`config.mk`:
```
export PLATFORM = sky130hd
export DESIGN_NAME = hdrc_top
export DESIGN_NICKNAME = d
export VERILOG_FILES = /design/src/inc/hdrc_pkg.sv /design/src/inc/hdrc_stream_if.sv /design/src/rtl/hdrc_compander.sv /design/src/rtl/hdrc_fifo.sv /design/src/rtl/hdrc_top.sv
export SDC_FILE = /design/constraint.sdc
export NUM_CORES = 2
export LEC_CHECK = 0
export ABC_CLOCK_PERIOD_IN_PS = 67200
export BUFFER_PORTS_ARGS = -buffer_cell sky130_fd_sc_hd__buf_2
export CAP_MARGIN = 10
export CELL_PAD_IN_SITES_DETAIL_PLACEMENT = 0
export CELL_PAD_IN_SITES_GLOBAL_PLACEMENT = 1
export CORE_MARGIN = 2
export CORE_UTILIZATION = 50
export CTS_CLUSTER_DIAMETER = 200
export DETAILED_ROUTE_END_ITERATION = 8
export GPL_ROUTABILITY_DRIVEN = 0
export HOLD_SLACK_MARGIN = 0.02
export MAX_ROUTING_LAYER = met4
export PLACE_DENSITY_LB_ADDON = 0.3
export RECOVER_POWER = 50
export SLEW_MARGIN = 40
export SYNTH_ARGS = -nofsm -noshare
export SYNTH_HDL_FRONTEND = slang
export SYNTH_SLANG_ARGS = --single-unit
```
`constraint.sdc`:
```
create_clock -name clk -period 67.2 [get_ports clk]
set_input_delay 6.72 -clock clk [delete_from_list [all_inputs] [get_ports clk]]
set_output_delay 6.72 -clock clk [all_outputs]
set_load 0.03 [all_outputs]
```
`src/inc/hdrc_pkg.sv`:
```
// hdrc package: register map, reset values, compander knees and exposure limits
package hdrc_pkg;

  // ****************************************
  // widths
  // ****************************************
  localparam int DATA_W = 16;
  localparam int CODE_W = 12;
  localparam int PIX_W = 12;
  localparam int ADDR_W = 8;
  localparam int REG_W = 16;
  localparam int COMB_W = 17;
  localparam int FIFO_DEPTH = 16;
  localparam int CREDIT_MARGIN = 4;

  // ****************************************
  // register offsets
  // ****************************************
  localparam logic [7:0] OFF_CTRL = 8'h00;
  localparam logic [7:0] OFF_RATIO = 8'h04;
  localparam logic [7:0] OFF_RATIO_ALT = 8'h08;
  localparam logic [7:0] OFF_LONG_REQ = 8'h0C;
  localparam logic [7:0] OFF_FRAME_LINES = 8'h10;
  localparam logic [7:0] OFF_EFF_LONG = 8'h14;
  localparam logic [7:0] OFF_EFF_SHORT = 8'h18;
  localparam logic [7:0] OFF_MAX_LONG = 8'h1C;
  localparam logic [7:0] OFF_MIN_LONG = 8'h20;
  localparam logic [7:0] OFF_STATUS = 8'h24;
  localparam logic [7:0] OFF_MOTION_CNT = 8'h28;

  // ****************************************
  // field positions and reset values
  // ****************************************
  localparam int CTRL_COMPAND_BIT = 0;
  localparam int CTRL_HDR_BIT = 1;
  localparam int CTRL_ALT_CTX_BIT = 2;
  localparam int CTRL_MOTION_BIT = 14;
  localparam logic [15:0] CTRL_WMASK = 16'h4007;
  localparam int RATIO_LSB = 2;
  localparam logic [15:0] CTRL_RST = 16'h0003;
  localparam logic [1:0] RATIO_RST = 2'h2;
  localparam logic [15:0] LONG_REQ_RST = 16'h0100;
  localparam logic [15:0] FRAME_LINES_RST = 16'h0465;

  // ****************************************
  // exposure limits
  // ****************************************
  localparam logic [15:0] LINE_BUFS = 16'h0046;
  localparam logic [15:0] HDR_MARGIN = 16'h0047;
  localparam logic [15:0] LIN_MARGIN = 16'h0001;
  localparam logic [2:0] RATIO_SH_BASE = 3'h2;

  // ****************************************
  // combination and motion
  // ****************************************
  localparam logic [11:0] LONG_SAT = 12'hFC0;
  localparam logic [16:0] MC_THRESH = 17'h00400;

  // ****************************************
  // compander knees
  // ****************************************
  localparam logic [15:0] KNEE1 = 16'h0400;
  localparam logic [15:0] KNEE2 = 16'h1000;
  localparam logic [15:0] KNEE3 = 16'h8000;
  localparam logic [11:0] OUT_KNEE1 = 12'h400;
  localparam logic [11:0] OUT_KNEE2 = 12'hA00;
  localparam logic [11:0] OUT_KNEE3 = 12'hD80;
  localparam logic [11:0] OUT_MAX = 12'hF7F;
  localparam int SEG2_SH = 1;
  localparam int SEG3_SH = 5;
  localparam int SEG4_SH = 6;

  typedef enum logic [1:0] {
    HDRC_R4X = 2'b00,
    HDRC_R8X = 2'b01,
    HDRC_R16X = 2'b10,
    HDRC_R32X = 2'b11
  } hdrc_ratio_e;

endpackage

```
`src/inc/hdrc_stream_if.sv`:
```
// hdrc stream carrier: valid, ready and data between pipeline stages
`timescale 1ns/1ps
interface hdrc_stream_if #(parameter int W = 16) ();
  logic valid;
  logic ready;
  logic [W-1:0] data;
  modport src (output valid, output data, input ready);
  modport snk (input valid, input data, output ready);
endinterface

```
`src/rtl/hdrc_compander.sv`:
```
// hdrc compander: four-segment 16-to-12 bit compression stage with bypass
`timescale 1ns/1ps
module hdrc_compander import hdrc_pkg::*; (
  // clock and reset
  input wire logic clk,
  input wire logic rst,
  // control
  input wire logic compand_en,
  // streams
  hdrc_stream_if.snk pin,
  hdrc_stream_if.src pout
);

  typedef struct packed {
    logic v;
    logic [DATA_W-1:0] d;
  } hdrc_cmp_s;

  hdrc_cmp_s q;
  hdrc_cmp_s n;

  function automatic logic [CODE_W-1:0] compand(input logic [DATA_W-1:0] x);
    logic [DATA_W-1:0] t;
    t = '0;
    if (x < KNEE1)
      compand = x[CODE_W-1:0];
    else if (x < KNEE2)
    begin
      t = (x - KNEE1) >> SEG2_SH;
      compand = t[CODE_W-1:0] + OUT_KNEE1;
    end
    else if (x < KNEE3)
    begin
      // divide by 32 above second knee
      t = (x - KNEE2) >> SEG3_SH;
      compand = t[CODE_W-1:0] + OUT_KNEE2;
    end
    else
    begin
      // divide by 64 above third knee
      t = (x - KNEE3) >> SEG4_SH;
      compand = t[CODE_W-1:0] + OUT_KNEE3;
    end
  endfunction

  // flow is held by the upstream credit check
  assign pin.ready = 1'b1;
  assign pout.valid = q.v;
  assign pout.data = q.d;

  always_comb
  begin
    n = q;
    n.v = pin.valid;
    if (pin.valid)
      n.d = compand_en ? {{(DATA_W - CODE_W){1'b0}}, compand(pin.data)} : pin.data;
  end

  always_ff @(posedge clk or posedge rst)
  begin
    if (rst)
      q <= '0;
    else
      q <= n;
  end
endmodule

```
`src/rtl/hdrc_fifo.sv`:
```
// hdrc fifo: parameterised buffer with registered output word
`timescale 1ns/1ps
module hdrc_fifo #(
  parameter int W = 16,
  parameter int DEPTH = 16,
  parameter int AW = $clog2(DEPTH)
) (
  // clock and reset
  input wire logic clk,
  input wire logic rst,
  // streams
  hdrc_stream_if.snk s,
  hdrc_stream_if.src m,
  // fill level including output word
  output logic [AW:0] level
);

  if (DEPTH < 2 || (DEPTH & (DEPTH - 1)) != 0)
  begin : g_bad_depth
    $error("fifo depth must be a power of two of at least 2");
  end

  typedef struct packed {
    logic [DEPTH-1:0][W-1:0] mem;
    logic [AW-1:0] wp;
    logic [AW-1:0] rp;
    logic [AW:0] cnt;
    logic ov;
    logic [W-1:0] od;
  } hdrc_fifo_s;

  hdrc_fifo_s q;
  hdrc_fifo_s n;
  logic push;
  logic pop;

  assign s.ready = (q.cnt != (AW + 1)'(DEPTH));
  assign m.valid = q.ov;
  assign m.data = q.od;
  assign level = q.cnt + {{AW{1'b0}}, q.ov};
  assign push = s.valid && s.ready;
  assign pop = (q.cnt != '0) && (!q.ov || m.ready);

  always_comb
  begin
    n = q;
    if (q.ov && m.ready)
      n.ov = 1'b0;
    if (pop)
    begin
      n.od = q.mem[q.rp];
      n.ov = 1'b1;
      n.rp = q.rp + AW'(1);
    end
    if (push)
    begin
      n.mem[q.wp] = s.data;
      n.wp = q.wp + AW'(1);
    end
    n.cnt = q.cnt + {{AW{1'b0}}, push} - {{AW{1'b0}}, pop};
  end

  always_ff @(posedge clk or posedge rst)
  begin
    if (rst)
      q <= '0;
    else
      q <= n;
  end

endmodule

```
`src/rtl/hdrc_top.sv`:
```
// hdrc top: exposure combination, limits, pre-shift, compander, fifo and registers
// Operation
// - The compander takes 16-bit linearized values and yields 12-bit codes in four segments.
// - Values to 1023 pass unchanged; 1024 to 4095 become half the excess over 1024 plus 1024.
// - Data is shifted to a full 16-bit range before the compander, knees fixed for all ratios.
// - A two-bit ratio field and its alternate-context copy select the ratio, 2 meaning 16x.
// - Seventy line buffers limit the long exposure to 70 times the ratio.
// - Beyond that limit the short exposure stays at 70 rows and the true ratio is used.
// - The longest exposure is frame lines less 1 linear, less 71 in HDR, and the buffer limit.
// - The shortest exposure is one row linear and half the ratio in HDR.
// - With its enable set, motion logic detects movement and corrects ghosting.
// - Both exposures of a pixel are combined into one linearized 16-bit value; in linear mode the code uses the long exposure alone.
// - The compander works only when enabled, otherwise 16-bit data bypasses it.
//
// Decided for this implementation: the placing of the registers and strobed register access.
`timescale 1ns/1ps
module hdrc_top import hdrc_pkg::*; #(
  parameter int DEPTH = FIFO_DEPTH
) (
  // clock and reset
  input wire logic clk,
  input wire logic rst,
  // register port
  input wire logic [ADDR_W-1:0] reg_addr,
  input wire logic [REG_W-1:0] reg_wdata,
  input wire logic reg_wr,
  input wire logic reg_rd,
  output logic [REG_W-1:0] reg_rdata,
  // exposure pair input
  input wire logic in_valid,
  output logic in_ready,
  input wire logic [PIX_W-1:0] long_exposure,
  input wire logic [PIX_W-1:0] short_exposure,
  // pixel output
  output logic out_valid,
  input wire logic out_ready,
  output logic [DATA_W-1:0] out_data
);

  localparam int LW = $clog2(DEPTH) + 1;

  if (DEPTH <= CREDIT_MARGIN)
  begin : g_bad_depth
    $error("fifo depth too small for the input credit margin");
  end

  typedef struct packed {
    logic [REG_W-1:0] ctrl;
    logic [1:0] exposure_ratio_field;
    logic [1:0] exposure_ratio_field_alt_context;
    logic [REG_W-1:0] long_req;
    logic [REG_W-1:0] frame_lines;
    logic [REG_W-1:0] eff_long;
    logic [REG_W-1:0] eff_short;
    logic [REG_W-1:0] max_long;
    logic [REG_W-1:0] min_long;
    logic [REG_W-1:0] motion_cnt;
    logic s1_v;
    logic [DATA_W-1:0] s1_d;
    logic in_ready;
    logic [REG_W-1:0] rdata;
  } hdrc_top_s;

  hdrc_top_s q;
  hdrc_top_s n;
  logic [LW-1:0] level;

  // ****************************************
  // pipeline stages
  // ****************************************
  hdrc_stream_if #(.W(DATA_W)) s1_if ();
  hdrc_stream_if #(.W(DATA_W)) cmp_if ();
  hdrc_stream_if #(.W(DATA_W)) out_if ();

  assign s1_if.valid = q.s1_v;
  assign s1_if.data = q.s1_d;
  assign out_if.ready = out_ready;
  assign out_valid = out_if.valid;
  assign out_data = out_if.data;
  assign in_ready = q.in_ready;
  assign reg_rdata = q.rdata;

  hdrc_compander u_cmp (
    .clk(clk),
    .rst(rst),
    .compand_en(q.ctrl[CTRL_COMPAND_BIT]),
    .pin(s1_if),
    .pout(cmp_if)
  );

  hdrc_fifo #(.W(DATA_W), .DEPTH(DEPTH)) u_fifo (
    .clk(clk),
    .rst(rst),
    .s(cmp_if),
    .m(out_if),
    .level(level)
  );

  // ****************************************
  // exposure limits and combination
  // ****************************************
  hdrc_ratio_e ratio;
  logic hdr;
  logic [2:0] sh;
  logic [15:0] buf_lim;
  logic [15:0] frame_max;
  logic [15:0] min_l;
  logic [15:0] eff_l;
  logic over_q;
  logic [27:0] prod;
  logic [27:0] quot;
  logic [16:0] scaled;
  logic [16:0] longx;
  logic [16:0] diff;
  logic moved;
  logic [16:0] combined;
  logic [18:0] pre;
  logic [15:0] sat;
  logic accept;

  always_comb
  begin
    n = q;
    hdr = q.ctrl[CTRL_HDR_BIT];
    ratio = hdrc_ratio_e'(q.ctrl[CTRL_ALT_CTX_BIT] ? q.exposure_ratio_field_alt_context
                                                   : q.exposure_ratio_field);
    sh = RATIO_SH_BASE + {1'b0, ratio};
    buf_lim = LINE_BUFS << sh;
    if (hdr)
      frame_max = (q.frame_lines > HDR_MARGIN) ? q.frame_lines - HDR_MARGIN : '0;
    else
      frame_max = (q.frame_lines > LIN_MARGIN) ? q.frame_lines - LIN_MARGIN : '0;
    min_l = hdr ? ((16'h0001 << sh) >> 1) : 16'h0001;
    eff_l = (q.long_req > frame_max) ? frame_max : q.long_req;
    if (eff_l < min_l)
      eff_l = min_l;
    n.eff_long = eff_l;
    n.min_long = min_l;
    // reported maximum adds the buffer bound
    n.max_long = (hdr && buf_lim < frame_max) ? buf_lim : frame_max;
    // short exposure held at buffer count past the HDR buffer limit
    if (!hdr)
      n.eff_short = eff_l;
    else if (eff_l > buf_lim)
      n.eff_short = LINE_BUFS;
    else if ((eff_l >> sh) == '0)
      n.eff_short = 16'h0001;
    else
      n.eff_short = eff_l >> sh;

    // actual ratio used once past the buffer limit
    over_q = hdr && (q.eff_long > buf_lim);
    prod = {16'h0000, short_exposure} * {12'h000, q.eff_long};
    quot = prod / {12'h000, LINE_BUFS};
    if (over_q)
      scaled = (quot > 28'h001FFFF) ? 17'h1FFFF : quot[16:0];
    else
      scaled = {5'h00, short_exposure} << sh;
    longx = {5'h00, long_exposure};
    diff = (longx > scaled) ? longx - scaled : scaled - longx;
    // motion picks the short exposure to avoid ghosts
    moved = q.ctrl[CTRL_MOTION_BIT] && hdr && (long_exposure < LONG_SAT) && (diff > MC_THRESH);
    combined = ((long_exposure >= LONG_SAT) || moved) ? scaled : longx;
    // pre-shift to the full 16-bit range
    if (!hdr)
      pre = {3'h0, long_exposure, 4'h0};
    else
    begin
      unique case (ratio)
        HDRC_R4X: pre = {2'h0, combined} << 2;
        HDRC_R8X: pre = {2'h0, combined} << 1;
        HDRC_R16X: pre = {2'h0, combined};
        HDRC_R32X: pre = {2'h0, combined} >> 1;
      endcase
    end
    sat = (|pre[18:16]) ? 16'hFFFF : pre[15:0];

    accept = in_valid && q.in_ready;
    n.s1_v = accept;
    if (accept)
      n.s1_d = sat;
    if (accept && moved && q.motion_cnt != 16'hFFFF)
      n.motion_cnt = q.motion_cnt + 16'h0001;
    // worst case four words in flight once ready is seen
    n.in_ready = (level <= LW'(DEPTH - CREDIT_MARGIN));

    // ****************************************
    // register port
    // ****************************************
    if (reg_wr)
    begin
      unique case (reg_addr)
        OFF_CTRL: n.ctrl = reg_wdata & CTRL_WMASK;
        OFF_RATIO: n.exposure_ratio_field = reg_wdata[RATIO_LSB +: 2];
        OFF_RATIO_ALT: n.exposure_ratio_field_alt_context = reg_wdata[RATIO_LSB +: 2];
        OFF_LONG_REQ: n.long_req = reg_wdata;
        OFF_FRAME_LINES: n.frame_lines = reg_wdata;
        default: ;
      endcase
    end
    n.rdata = '0;
    if (reg_rd)
    begin
      unique case (reg_addr)
        OFF_CTRL: n.rdata = q.ctrl;
        OFF_RATIO: n.rdata = {12'h000, q.exposure_ratio_field, 2'h0};
        OFF_RATIO_ALT: n.rdata = {12'h000, q.exposure_ratio_field_alt_context, 2'h0};
        OFF_LONG_REQ: n.rdata = q.long_req;
        OFF_FRAME_LINES: n.rdata = q.frame_lines;
        OFF_EFF_LONG: n.rdata = q.eff_long;
        OFF_EFF_SHORT: n.rdata = q.eff_short;
        OFF_MAX_LONG: n.rdata = q.max_long;
        OFF_MIN_LONG: n.rdata = q.min_long;
        OFF_STATUS: n.rdata = {q.in_ready, {(REG_W - 1 - LW){1'b0}}, level};
        OFF_MOTION_CNT: n.rdata = q.motion_cnt;
        default: n.rdata = '0;
      endcase
    end
  end

  always_ff @(posedge clk or posedge rst)
  begin
    if (rst)
    begin
      q <= '0;
      q.ctrl <= CTRL_RST;
      q.exposure_ratio_field <= RATIO_RST;
      q.exposure_ratio_field_alt_context <= RATIO_RST;
      q.long_req <= LONG_REQ_RST;
      q.frame_lines <= FRAME_LINES_RST;
    end
    else
      q <= n;
  end
endmodule

```
==> impl_metrics.json <==
{
  "outcome": "complete, but fails checks",
  "failed_checks": "max-capacitance violations, max-slew violations",
  "topRoutingLayerUsed": "met4",
  "final_sum_of_negative_setup_slack_ns": 0,
  "cp.buffers_inverters": 7,
  "synthDistinctLibCells": 147,
  "port-buffer-count": 87,
  "ctsHtreeMaxLevel": 2,
  "syn-mean-instance-area_um2": 9.54,
  "via_count_of_the_first_global_routing_pass": 29200,
  "finalCritPeriodShare_pct": 53.4,
  "syn-instance-count": 3934,
  "cts-hold-fix-buffers": 0,
  "grt_pass1_wl_mm": 163,
  "synth_top_area_share_pct": 29.2,
  "final_layout_size_suffix_gt1_share_pct": 17.8,
  "ys_top_cells_by_area": "sky130_fd_sc_hd__dfrtp_1, sky130_fd_sc_hd__mux2_2, sky130_fd_sc_hd__fa_1",
  "timing.critical_path.depth": 108,
  "chipHeight_um": 278,
  "floorplan.io_pins": 88,
  "synth_area_um2": 37500,
  "starting_density_of_the_core_pct": 50.5,
  "area_delta_synth_final_pct": 6.30,
  "post-cts-setup-buffers": 0,
  "cts_tree": "built",
  "wl_met2_mm": 49.4,
  "critPathMaxStageDelay_ns": 0.69,
  "fin_area_um2": 39900,
  "crit_path_max_fanout": 30,
  "ff_latch_area_um2": 11200,
  "grt_usage_pct": 26.8,
  "fillers": 6869,
  "min-delay-path-class": "flip-flop to flip-flop",
  "globalRouteOverflowTotal": 0,
  "finalSetupViolations": 0,
  "m1WireLength_mm": 43.9,
  "detailroute.via_count": 29900,
  "timing.critical_path.max_delay_family": "compound AO/OA/AOI/OAI gates",
  "crit_top_cell": "sky130_fd_sc_hd__a21oi_1",
  "whs_path_depth": 2,
  "wl_mm": 101,
  "cp.arrival_ns": 36.35,
  "timing.clock.skew_ns": 0.0415,
  "synth_seq_area_share_pct": 29.9,
  "postSynth.asyncResetShare_pct": 100,
  "tritoncts_num_sinks": 448,
  "drv_cap": 15,
  "nets": 4231,
  "placedInstanceArea_um2": 38400,
  "cts.reportedPaths.clkPinSlew_ns": 0.06,
  "drcViolationCount": 0,
  "dr.pass1.iters": 6,
  "synth_area_leader_cell": "sky130_fd_sc_hd__dfrtp_1",
  "register_bit_total_from_synthesis": 448,
  "critPathKind": "input pin to flip-flop",
  "multiInputGateArea_um2": 24100,
  "cts.path.max_buffers": 3,
  "fmaxAchievable_mhz": 27.9,
  "floorplan.rows": 100,
  "avgViaCountPerCell": 6.13,
  "syn_nets": 4305,
  "r2r_setup_slack_ns": 36.90,
  "yosysWarnings": 0,
  "maxSlewViolCount": 520,
  "crit_end_category": "flip-flop",
  "route.detailed.wl_per_inst_um": 20.7,
  "drtIter0Drc": 2370,
  "clkLatencyLatePin_ns": 0.60,
  "synthFlopType": "sky130_fd_sc_hd__dfrtp_1",
  "cts_buffers": 46,
  "cpMaxStageDelayCell": "sky130_fd_sc_hd__a2111oi_1",
  "period_needed_ns": 35.90,
  "die_width_um": 278,
  "ff2ff_path_depth": 108,
  "worst_setup_path_start_kind": "input pin",
  "wl_met3_mm": 4.24,
  "drt.antenna.violating_nets": 0,
  "clock_tree.root_cell": "sky130_fd_sc_hd__clkbuf_16",
  "timing_worst_slew_pin_value_ns": 5.20,
  "cp.required_ns": 67.64,
  "slew_headroom_pct": -247,
  "hold_viol": 0,
  "grt_antenna_before_repair": 4,
  "maximum_number_of_pins_on_one_net_before_global_route_repair": 121,
  "rsz0062_at_grt": "false",
  "detailedPlacementHpwl_mm": 73.8,
  "core_region_area_um2": 74300,
  "synth_edf_count": 0,
  "ctsResizeCount": 0,
  "die_area_um2": 77200
}
==> layout make-up <==
type	instances	share of cell area (%)
Antenna cell	3	0.0188
Clock buffer	68	3.37
Clock inverter	17	0.480
Inverter	298	2.81
Multi-Input combinational cell	2933	60.3
Sequential cell	448	28.2
Tap cell	969	3.04
Timing Repair Buffer	133	1.80
==> cells by family (layout without fill, tap and decap cells) <==
| family | after synthesis | count (layout) | synth area share (%) |
|---|---|---|---|
| AOI/OAI and AO/OA | 948 | 948 | 17.8 |
| other | 0 | 3 | 0 |
| xor gates and xnor gates | 117 | 117 | 2.87 |
| adders and majority gates | 323 | 323 | 13.6 |
| muxes | 426 | 426 | 15.0 |
| and+or+nand+nor | 1119 | 1119 | 14.4 |
| DFF | 448 | 448 | 29.9 |
| buffers and inverters | 553 | 516 | 6.34 |
==> layout by cell type, fill, tap and decap left out, drive strengths merged, types with 20 or more instances in the layout <==
cell	Yosys	final
dfrtp	438	438
or3	24	24
and2	98	98
nand3	74	74
o211ai	27	27
ha	174	174
a21o	37	37
a211oi	42	42
and3	26	26
mux2	271	271
o21ai	226	226
clkbuf	162	93
nand4	44	44
xor2	45	45
nor2b	24	24
a22oi	52	52
inv	297	297
nor2	228	228
xnor2	72	72
fa	143	143
nor3	63	63
mux4	80	80
nand2	437	437
o21a	23	23
a21oi	213	213
a31oi	61	61
buf	88	108
o22ai	34	34
mux2i	75	75
a221oi	20	20
o31ai	24	24
==> tightest hold or removal path: stages, from the launching register on <==
cell and delay, ns:
sky130_fd_sc_hd__dfrtp_1 0.34, sky130_fd_sc_hd__nand2_1 0.05, sky130_fd_sc_hd__o21ai_0 0.06
==> synthesized netlist by cell type, drive strengths merged (61+ instances only) <==
cell type	number
fa	143
dfrtp	438
ha	174
nand2	437
and2	98
nor3	63
a31oi	61
mux2i	75
o21ai	226
nor2	228
mux4	80
inv	297
nand3	74
mux2	271
clkbuf	162
buf	88
a21oi	213
xnor2	72
==> metal layers <==
metal,track usage (%),up-vias
li1,-,13900
met1,35.1,14900
met2,44.3,828
met3,2.59,193
met4,7.94,0
met5,-,-
==> registers in the layout (all words and copies together) (netlist names) <==
name	flops
hdr	1
in_ready	1
q	110
reg_rdata	16
s1_if.data	16
s1_if.valid	1
u_cmp.pout.data	16
u_cmp.pout.valid	1
u_fifo.m.data	16
u_fifo.m.valid	1
u_fifo.q	269
==> final timing paths <==
kind,start,to
max,short_exposure[11],s1_if.data[1]$_DFFE_PP0P_
min,u_fifo.q[235]$_DFFE_PP0P_,u_fifo.q[235]$_DFFE_PP0P_
max reg2reg,q[111]$_DFF_PP0_,s1_if.data[1]$_DFFE_PP0P_
min reg2reg,u_fifo.q[235]$_DFFE_PP0P_,u_fifo.q[235]$_DFFE_PP0P_
max in group asynchronous,rst,u_fifo.q[25]$_DFFE_PP0P_
min in group asynchronous,rst,u_fifo.m.data[14]$_DFFE_PP0P_
==> metrics by stage <==
| step | std cells | setup slack, ns | util [%] | hold slack [ns] |
|---|---|---|---|---|
| floorplan | 3934 | 35.61 | - | 0.352 |
| detailed placement | 4781 | 30.04 | 51.7 | 0.465 |
| global placement | 4780 | 30.49 | 51.5 | 0.457 |
| global route | 4869 | 28.52 | 53.7 | 0.500 |
| CTS | 4866 | 30.57 | 53.8 | 0.480 |
| finish | 4869 | 31.30 | 53.7 | 0.477 |
Power is not shown: default switching activity piles up to over one toggle a cycle in this logic, so the estimate is an artifact.
